## src/include/swire_consts.svh

```systemverilog
/*
 * Timing constants for the single-wire slave timing engine.
 * Assumes a 25 MHz core clock; all times are in nanoseconds.
 */
`ifndef SWIRE_CONSTS_SVH
`define SWIRE_CONSTS_SVH

`define CLK_PERIOD_NS 40
// Least times round up, longest times round down, never below one cycle
`define CYC_MIN(ns) ((((ns) + `CLK_PERIOD_NS - 1) / `CLK_PERIOD_NS) < 1 ? 1 : \
    (((ns) + `CLK_PERIOD_NS - 1) / `CLK_PERIOD_NS))
`define CYC_MAX(ns) ((((ns) / `CLK_PERIOD_NS) < 1) ? 1 : ((ns) / `CLK_PERIOD_NS))

// Presence pulse, inside the 15..60 us / 2..6 us and 60..240 us / 8..24 us windows
`define PRES_WAIT_STD_NS 30000
`define PRES_WAIT_OD_NS 3000
`define PRES_LOW_STD_NS 120000
`define PRES_LOW_OD_NS 12000
// Line low this long is a bus reset, not a slot
`define RESET_DETECT_STD_NS 300000
`define RESET_DETECT_OD_NS 40000
// Write sample point, between longest write-one and shortest write-zero low
`define WRITE_SAMPLE_STD_NS 30000
`define WRITE_SAMPLE_OD_NS 3000
// Read zero held past the latest master sample point
`define READ_HOLD_STD_NS 30000
`define READ_HOLD_OD_NS 3000
// Rising-edge hold-off
`define EDGE_HOLDOFF_STD_NS 500
`define EDGE_HOLDOFF_OD_NS 0
`define EDGE_HOLDOFF_MAX_NS 5000
// Self-timed intervals
`define CONV_12BIT_NS 750000000
`define PROG_MAX_NS 10000000

`endif

```

## src/include/swire_pkg.sv

```systemverilog
/*
 * Types for the single-wire slave timing engine.
 * Assumes nothing beyond the constants header.
 */
package swire_pkg;

    typedef enum logic [5:0] {
        S_IDLE = 6'h01,
        S_LOW = 6'h02,
        S_PWAIT = 6'h04,
        S_PLOW = 6'h08,
        S_RISE = 6'h10,
        S_HOLD = 6'h20
    } slot_state_t;

    typedef enum logic [3:0] {
        I_IDLE = 4'h1,
        I_DELAY = 4'h2,
        I_CONV = 4'h4,
        I_PROG = 4'h8
    } ival_state_t;

    typedef struct packed {
        slot_state_t slot;
        logic [12:0] cnt;
        logic od;
        logic drive;
        logic rx_bit;
        logic rx_valid;
        logic bus_reset;
        ival_state_t ival;
        logic [7:0] dcnt;
        logic is_copy;
        logic [1:0] res;
        logic conv_done;
        logic prog_done;
        logic chain_level;
    } engine_state_t;

endpackage

```

## src/include/ival_timer_if.sv

```systemverilog
/*
 * Carrier between the engine and its interval timer.
 * Assumes both ends share one clock.
 */
`timescale 1ns/100ps
`default_nettype none

interface ival_timer_if #(parameter int W = 25);
    logic load;
    logic [W-1:0] count;
    logic expired;
    modport ctrl (output load, output count, input expired);
    modport tmr (input load, input count, output expired);
endinterface

`default_nettype wire

```

## src/rtl/single_wire_slave_timing.sv

```systemverilog
/*
 * Slave-side timing engine of an open-drain single-wire bus: reset and
 * presence, read and write slots, edge hold-off and the self-timed
 * conversion and programming intervals.
 * Assumes line_in is already synchronous to core_clk and that the command
 * layer pulses convert_req or copy_req at the last slot's rising edge.
 */
`timescale 1ns/100ps
`default_nettype none
`include "swire_consts.svh"

// Functional notes
// - After reset low ends, wait, then drive presence low for the set time.
// - Device holds its read bit until after the master's latest sample.
// - No falling edge is recognised until the hold-off after a rise.
// - Conversion finishes within the time set by the resolution.
// - Conversion starts one maximum hold-off after the command's last slot.
// - Programming starts one maximum hold-off after the copy command's last slot.
// - Programming finishes within ten milliseconds, then the device idles.
module single_wire_slave_timing #(
    parameter int TW = 25,
    parameter int RESET_DETECT_STD = `CYC_MIN(`RESET_DETECT_STD_NS),
    parameter int CONV_12BIT_CYCLES = `CYC_MAX(`CONV_12BIT_NS),
    parameter int PROG_CYCLES = `CYC_MAX(`PROG_MAX_NS)
) (
    input wire logic core_clk,
    input wire logic reset,
    input wire logic line_in,
    output logic line_out,
    output logic line_oe,
    input wire logic overdrive,
    input wire logic read_bit_req,
    input wire logic tx_bit,
    output logic rx_bit,
    output logic rx_valid,
    output logic bus_reset,
    input wire logic convert_req,
    input wire logic copy_req,
    input wire logic [1:0] resolution,
    output logic conv_busy,
    output logic prog_busy,
    output logic conv_done,
    output logic prog_done,
    input wire logic chain_input_pin,
    output logic chain_level
);

    // ------------------------------------------------------------
    // Timing selection
    // ------------------------------------------------------------
    localparam logic [12:0] CNT_MAX = 13'h1FFF;
    localparam logic [7:0] HOLDOFF_MAX = 8'(`CYC_MIN(`EDGE_HOLDOFF_MAX_NS));

    swire_pkg::engine_state_t s;
    swire_pkg::engine_state_t next_s;
    ival_timer_if #(.W(TW)) tif ();

    logic [12:0] t_sample;
    logic [12:0] t_rdhold;
    logic [12:0] t_rstdet;
    logic [12:0] t_pwait;
    logic [12:0] t_plow;
    logic [12:0] t_hold;
    logic [TW-1:0] conv_cycles;

    assign t_sample = s.od ? 13'(`CYC_MIN(`WRITE_SAMPLE_OD_NS)) :
        13'(`CYC_MIN(`WRITE_SAMPLE_STD_NS));
    assign t_rdhold = s.od ? 13'(`CYC_MIN(`READ_HOLD_OD_NS)) :
        13'(`CYC_MIN(`READ_HOLD_STD_NS));
    assign t_rstdet = s.od ? 13'(`CYC_MIN(`RESET_DETECT_OD_NS)) : 13'(RESET_DETECT_STD);
    assign t_pwait = s.od ? 13'(`CYC_MIN(`PRES_WAIT_OD_NS)) :
        13'(`CYC_MIN(`PRES_WAIT_STD_NS));
    assign t_plow = s.od ? 13'(`CYC_MIN(`PRES_LOW_OD_NS)) : 13'(`CYC_MIN(`PRES_LOW_STD_NS));
    assign t_hold = s.od ? 13'(`CYC_MIN(`EDGE_HOLDOFF_OD_NS)) :
        13'(`CYC_MIN(`EDGE_HOLDOFF_STD_NS));
    // Each resolution step halves the conversion time
    assign conv_cycles = TW'(CONV_12BIT_CYCLES) >> (2'h3 - s.res);

    // ------------------------------------------------------------
    // Next state
    // ------------------------------------------------------------
    always_comb
    begin
        next_s = s;
        next_s.rx_valid = 1'b0;
        next_s.bus_reset = 1'b0;
        next_s.conv_done = 1'b0;
        next_s.prog_done = 1'b0;
        next_s.chain_level = chain_input_pin;
        tif.load = 1'b0;
        tif.count = '0;
        unique case (s.slot)
            swire_pkg::S_IDLE:
                if (!line_in)
                begin
                    next_s.slot = swire_pkg::S_LOW;
                    next_s.cnt = 13'h0001;
                    next_s.od = overdrive;
                    next_s.drive = read_bit_req && !tx_bit;
                end
            swire_pkg::S_LOW:
            begin
                if (s.cnt != CNT_MAX)
                    next_s.cnt = s.cnt + 13'h0001;
                if (s.cnt == t_sample)
                begin
                    next_s.rx_bit = line_in;
                    next_s.rx_valid = 1'b1;
                end
                if (s.cnt == t_rdhold)
                    next_s.drive = 1'b0;
                // While we pull low the line cannot read high
                // A rise before the sample point is a write one: keep timing until sampled
                if (line_in && !s.drive && s.cnt > t_sample)
                begin
                    next_s.cnt = 13'h0001;
                    if (s.cnt >= t_rstdet)
                    begin
                        next_s.slot = swire_pkg::S_PWAIT;
                        next_s.bus_reset = 1'b1;
                        next_s.od = overdrive;
                    end
                    else
                        next_s.slot = swire_pkg::S_HOLD;
                end
            end
            swire_pkg::S_PWAIT:
            begin
                next_s.cnt = s.cnt + 13'h0001;
                if (s.cnt == t_pwait)
                begin
                    next_s.slot = swire_pkg::S_PLOW;
                    next_s.cnt = 13'h0001;
                    next_s.drive = 1'b1;
                end
            end
            swire_pkg::S_PLOW:
            begin
                next_s.cnt = s.cnt + 13'h0001;
                if (s.cnt == t_plow)
                begin
                    next_s.slot = swire_pkg::S_RISE;
                    next_s.drive = 1'b0;
                end
            end
            swire_pkg::S_RISE:
                if (line_in)
                begin
                    next_s.slot = swire_pkg::S_HOLD;
                    next_s.cnt = 13'h0001;
                end
            swire_pkg::S_HOLD:
            begin
                next_s.cnt = s.cnt + 13'h0001;
                if (s.cnt >= t_hold)
                    next_s.slot = swire_pkg::S_IDLE;
            end
        endcase

        // Intervals run independently of slot timing
        unique case (s.ival)
            swire_pkg::I_IDLE:
                if (convert_req || copy_req)
                begin
                    next_s.ival = swire_pkg::I_DELAY;
                    next_s.dcnt = 8'h01;
                    next_s.is_copy = copy_req;
                    next_s.res = resolution;
                end
            swire_pkg::I_DELAY:
            begin
                next_s.dcnt = s.dcnt + 8'h01;
                if (s.dcnt == HOLDOFF_MAX)
                begin
                    tif.load = 1'b1;
                    if (s.is_copy)
                    begin
                        next_s.ival = swire_pkg::I_PROG;
                        tif.count = TW'(PROG_CYCLES);
                    end
                    else
                    begin
                        next_s.ival = swire_pkg::I_CONV;
                        tif.count = conv_cycles;
                    end
                end
            end
            swire_pkg::I_CONV:
                if (tif.expired)
                begin
                    next_s.ival = swire_pkg::I_IDLE;
                    next_s.conv_done = 1'b1;
                end
            swire_pkg::I_PROG:
                if (tif.expired)
                begin
                    next_s.ival = swire_pkg::I_IDLE;
                    next_s.prog_done = 1'b1;
                end
        endcase
    end

    always_ff @(posedge core_clk)
    begin
        if (reset)
        begin
            s <= '0;
            s.slot <= swire_pkg::S_IDLE;
            s.ival <= swire_pkg::I_IDLE;
        end
        else
            s <= next_s;
    end

    ival_timer #(.W(TW)) u_timer (
        .core_clk(core_clk),
        .reset(reset),
        .tif(tif)
    );

    // ------------------------------------------------------------
    // Outputs
    // ------------------------------------------------------------
    assign line_out = 1'b0;
    assign line_oe = s.drive;
    assign rx_bit = s.rx_bit;
    assign rx_valid = s.rx_valid;
    assign bus_reset = s.bus_reset;
    assign conv_busy = (s.ival == swire_pkg::I_CONV);
    assign prog_busy = (s.ival == swire_pkg::I_PROG);
    assign conv_done = s.conv_done;
    assign prog_done = s.prog_done;
    assign chain_level = s.chain_level;
endmodule // single_wire_slave_timing

`default_nettype wire

```

## src/rtl/ival_timer.sv

```systemverilog
/*
 * Down counter for the long self-timed intervals.
 * Assumes load is a one-cycle pulse with a nonzero count.
 */
`timescale 1ns/100ps
`default_nettype none

module ival_timer #(
    parameter int W = 25
) (
    input wire logic core_clk,
    input wire logic reset,
    ival_timer_if.tmr tif
);

    typedef struct packed {
        logic [W-1:0] cnt;
        logic run;
        logic expired;
    } timer_state_t;

    timer_state_t s;
    timer_state_t next_s;

    always_comb
    begin
        next_s = s;
        next_s.expired = 1'b0;
        if (tif.load)
        begin
            next_s.cnt = tif.count;
            next_s.run = 1'b1;
        end
        else if (s.run)
        begin
            next_s.cnt = s.cnt - 1'b1;
            if (s.cnt == W'(1))
            begin
                next_s.run = 1'b0;
                next_s.expired = 1'b1;
            end
        end
    end

    always_ff @(posedge core_clk)
    begin
        if (reset)
            s <= '0;
        else
            s <= next_s;
    end

    assign tif.expired = s.expired;

endmodule // ival_timer

`default_nettype wire

```

## config.mk

```make
export PLATFORM = sky130hd
export DESIGN_NAME = single_wire_slave_timing
export DESIGN_NICKNAME = d
export VERILOG_FILES = /design/src/include/swire_pkg.sv /design/src/include/ival_timer_if.sv /design/src/rtl/single_wire_slave_timing.sv /design/src/rtl/ival_timer.sv
export VERILOG_INCLUDE_DIRS = /design/src /design/src/include
export SDC_FILE = /design/constraint.sdc
export NUM_CORES = 1
export LEC_CHECK = 0
export ABC_AREA = 1
export BUFFER_PORTS_ARGS = -buffer_cell sky130_fd_sc_hd__buf_2
export CAP_MARGIN = 40
export CORE_ASPECT_RATIO = 1.2
export CORE_UTILIZATION = 55
export CTS_CLUSTER_DIAMETER = 150
export DETAILED_ROUTE_END_ITERATION = 8
export PLACE_DENSITY = 0.84
export REMOVE_ABC_BUFFERS = 1
export SLEW_MARGIN = 30
export SYNTH_ARGS = -nofsm -noshare
export SYNTH_HDL_FRONTEND = slang
export SYNTH_SLANG_ARGS = --single-unit
```

## constraint.sdc

```tcl
create_clock -name core_clk -period 2.57 [get_ports core_clk]
set_input_delay 0.771 -clock core_clk [delete_from_list [all_inputs] [get_ports core_clk]]
set_output_delay 0.771 -clock core_clk [all_outputs]
set_load 0.05 [all_outputs]
```

==> impl_metrics.yaml <==
outcome:
  status: "finished with violations"
  violations: "design-rule violations"
worst_setup_path:
  cp-end-kind: "flop"
  arrival_ps: 2520
  crit_start: "s[25]"
  critPathKind: "reg2reg"
  timing.rr.start: "s[25]"
  start_kind: "flop"
  required_ps: 2810
  critPathMaxFanout: 14
run:
  cap_violations: 0
clocking:
  cts_hold_buf: 0
  cts_setup_buffers: 0
  cts_root_buffer: "clkbuf_8"
  cts_resized: 0
  h-tree-depth: 3
  cts_tree: "yes"
  cts-buffers-inserted: 9
  clock_latency_ps: 350
  clkTransAtPathRegs_ps: 80
  cts_max_path_buffers: 2
  clock-sinks: 69
sta:
  period_share_pct: 88.97
  fin_crit_ps: 2287
  tightestPinTransition_ps: 596.8
  rsz0062_at_grt: "no"
  max_freq_mhz: 437.3
  tns_ps: 0
  fin_skew_ps: 10.50
  finalHoldViolations: 0
  slew_headroom_pct: 59.85
  finalSetupViolCount: 0
  slew_violations: 0
  hold_ws_ps: 466.1
routing:
  drtIter0Drc: 163
  post-route-drc-count: 2
  routedWlPerCell_um: 13.99
  vias: 4491
  via_per_inst: 5.714
  dr.pass1.iters: 7
  ant_nets: 0
  finalWirelength_um: 11000
floorplan:
  ios: 21
  die_x_um: 84.45
  core_um2: 7795
  die_h_um: 100.9
  dieArea_um2: 8524
  initial_core_util_pct: 57.56
  core.rowCount: 35
final_layout:
  nets: 726
  n_antenna_cell: 0
  area_growth_pct: 8.254
  fillers: 690
  layout-drive-gt1-share_pct: 11.82
yosys:
  synth_largest_area_cell: "dfxtp_1"
  netlist_top_cells_count: "nand2_1 (128), nor2_1 (103), inv_1 (78), dfxtp_1 (69), nand3_1 (41)"
  synth_top_cell_area_share_pct: 30.79
  yosys-top-cells-area: "dfxtp_1 (31%), nand2_1 (11%), nor2_1 (8.6%)"
  async_reset_ff_share_pct: 0
  synth_cells: 667
  avgSynthCellArea_um2: 6.727
  synth_edf_count: 0
  synth_flop_cell: "dfxtp_1"
  synth_area_um2: 4487
  yosysMostFrequentCell: "nand2_1"
  synth_cell_types: 45
  synth-seq-cells: 69
  yosysWarnings: 0
  synth-seq-area-share_pct: 30.79
global_route:
  grt-ovfl-total: 0
  grt.total_usage_pct: 26.62
  grt_pass1_wl_um: 18290
  grt_pass1_vias: 4241
  antenna_found_initial: 0
  grt_max_degree: 31
pwr:
  vdd_ir_drop_max_mv: 0.3295
  p_leak_nw: 2.301
  powerDensity_nw_per_um2: 537.3
placement:
  hpwl_um: 8218
  numPortBuffers: 19
  place_congestion: 0.9682
worst_hold_path:
  hp-class: "reg2reg"
  hold_start: "s[13]"
final timing paths:
kind         cells after the start  slack, ps     to
min reg2reg                      2        470  s[13]
max                             13        280  s[28]
max reg2reg                     13        280  s[28]
min                              2        470  s[13]
layout make-up:
cell class / count / area [µm²] / area share, %
Clock buffer: 9 / 123.9 / 2.550
Multi-Input combinational cell: 498 / 2700 / 55.59
Inverter: 86 / 322.8 / 6.646
Timing Repair Buffer: 25 / 140.1 / 2.885
Tap cell: 92 / 115.1 / 2.370
Sequential cell: 69 / 1381 / 28.44
Clock inverter: 7 / 73.82 / 1.520
through the flow:
stage / std cells / area, µm² / util, % / setup WS, ps / total power, W
2_1_floorplan: 653 / 4404 / - / 379.7 / 0.001572
3_5_place_dp: 770 / 4659 / 59.78 / 301.4 / 0.001716
5_1_grt: 786 / 4857 / 62.31 / 60.36 / 0.002739
6_report: 786 / 4857 / 62.31 / 283.4 / 0.002610
4_1_cts: 786 / 4857 / 62.31 / 326.6 / 0.002609
3_3_place_gp: 770 / 4659 / 59.78 / 370.5 / 0.001696
sequential cells by signal (all words and copies together), names as in the netlist:
name	cells
rx_bit	1
rx_valid	1
chain_level	1
prog_done	1
conv_done	1
s	35
u_timer.s	26
bus_reset	1
line_oe	1
u_timer.tif.expired	1
worst max-delay path, stage by stage, from the launching register on:
cell	delay, ps
dfxtp_1	460
inv_2	90
ha_1	320
nand2_1	70
inv_1	90
nand3_2	100
nor2_2	230
nor2_2	90
nand2_4	110
nand3_2	120
nand2_4	190
inv_2	80
o21ai_0	150
nor2_1	80
placed cells by master, fill, tap and decap left out, types with 2 or more instances in the layout:
cell type	Yosys	routed
nand3_1	41	41
ha_1	26	26
nor3_4	2	2
a31oi_1	8	8
o211ai_1	6	6
o21ai_0	38	38
dfxtp_1	69	69
nand2_2	10	10
o21a_1	2	2
nor2_2	7	7
o22ai_1	3	3
inv_1	78	78
nor3_2	2	2
clkbuf_8	0	9
nand4_1	17	17
xnor2_1	8	8
a21oi_1	29	29
inv_2	7	7
or2_2	2	2
a21oi_2	3	3
o21ai_1	5	5
o31ai_1	5	5
nor3_1	17	17
a32o_1	2	2
nand2_4	2	2
xor2_1	15	15
nor2_1	103	103
buf_2	3	19
buf_4	4	6
a31oi_2	2	2
nand2_1	128	128
nand3_2	3	3
clkinv_4	0	2
clkinv_2	0	2
nand3b_1	3	3
power breakdown:
group | switching [W] | internal, W | total (W)
registers | 0.0000498 | 0.00112 | 0.00117
clock network | 0.000457 | 0.000451 | 0.000909
logic | 0.000367 | 0.000165 | 0.000532
cells by family (layout without fill, tap and decap cells):
group	Yosys count	count (layout)	share of synthesized area (%)
xor+xnor	23	23	4.490
buf+inv	100	127	9.035
compound gates	109	109	14.42
other cells	1	1	0.08358
fa+ha+maj	26	26	7.250
simple gates	339	339	33.94
flops	69	69	30.79
routing by layer:
metal | vias to the layer above | GRT usage, % | part of all wire [%]
met5 | - | 0 | 0
met4 | 0 | 16.30 | 4.3
met3 | 49 | 4.341 | 4.7
met2 | 160 | 47.54 | 48
met1 | 2054 | 29.82 | 43
li1 | 2228 | - | -
Power figures use the tool's default switching activity.
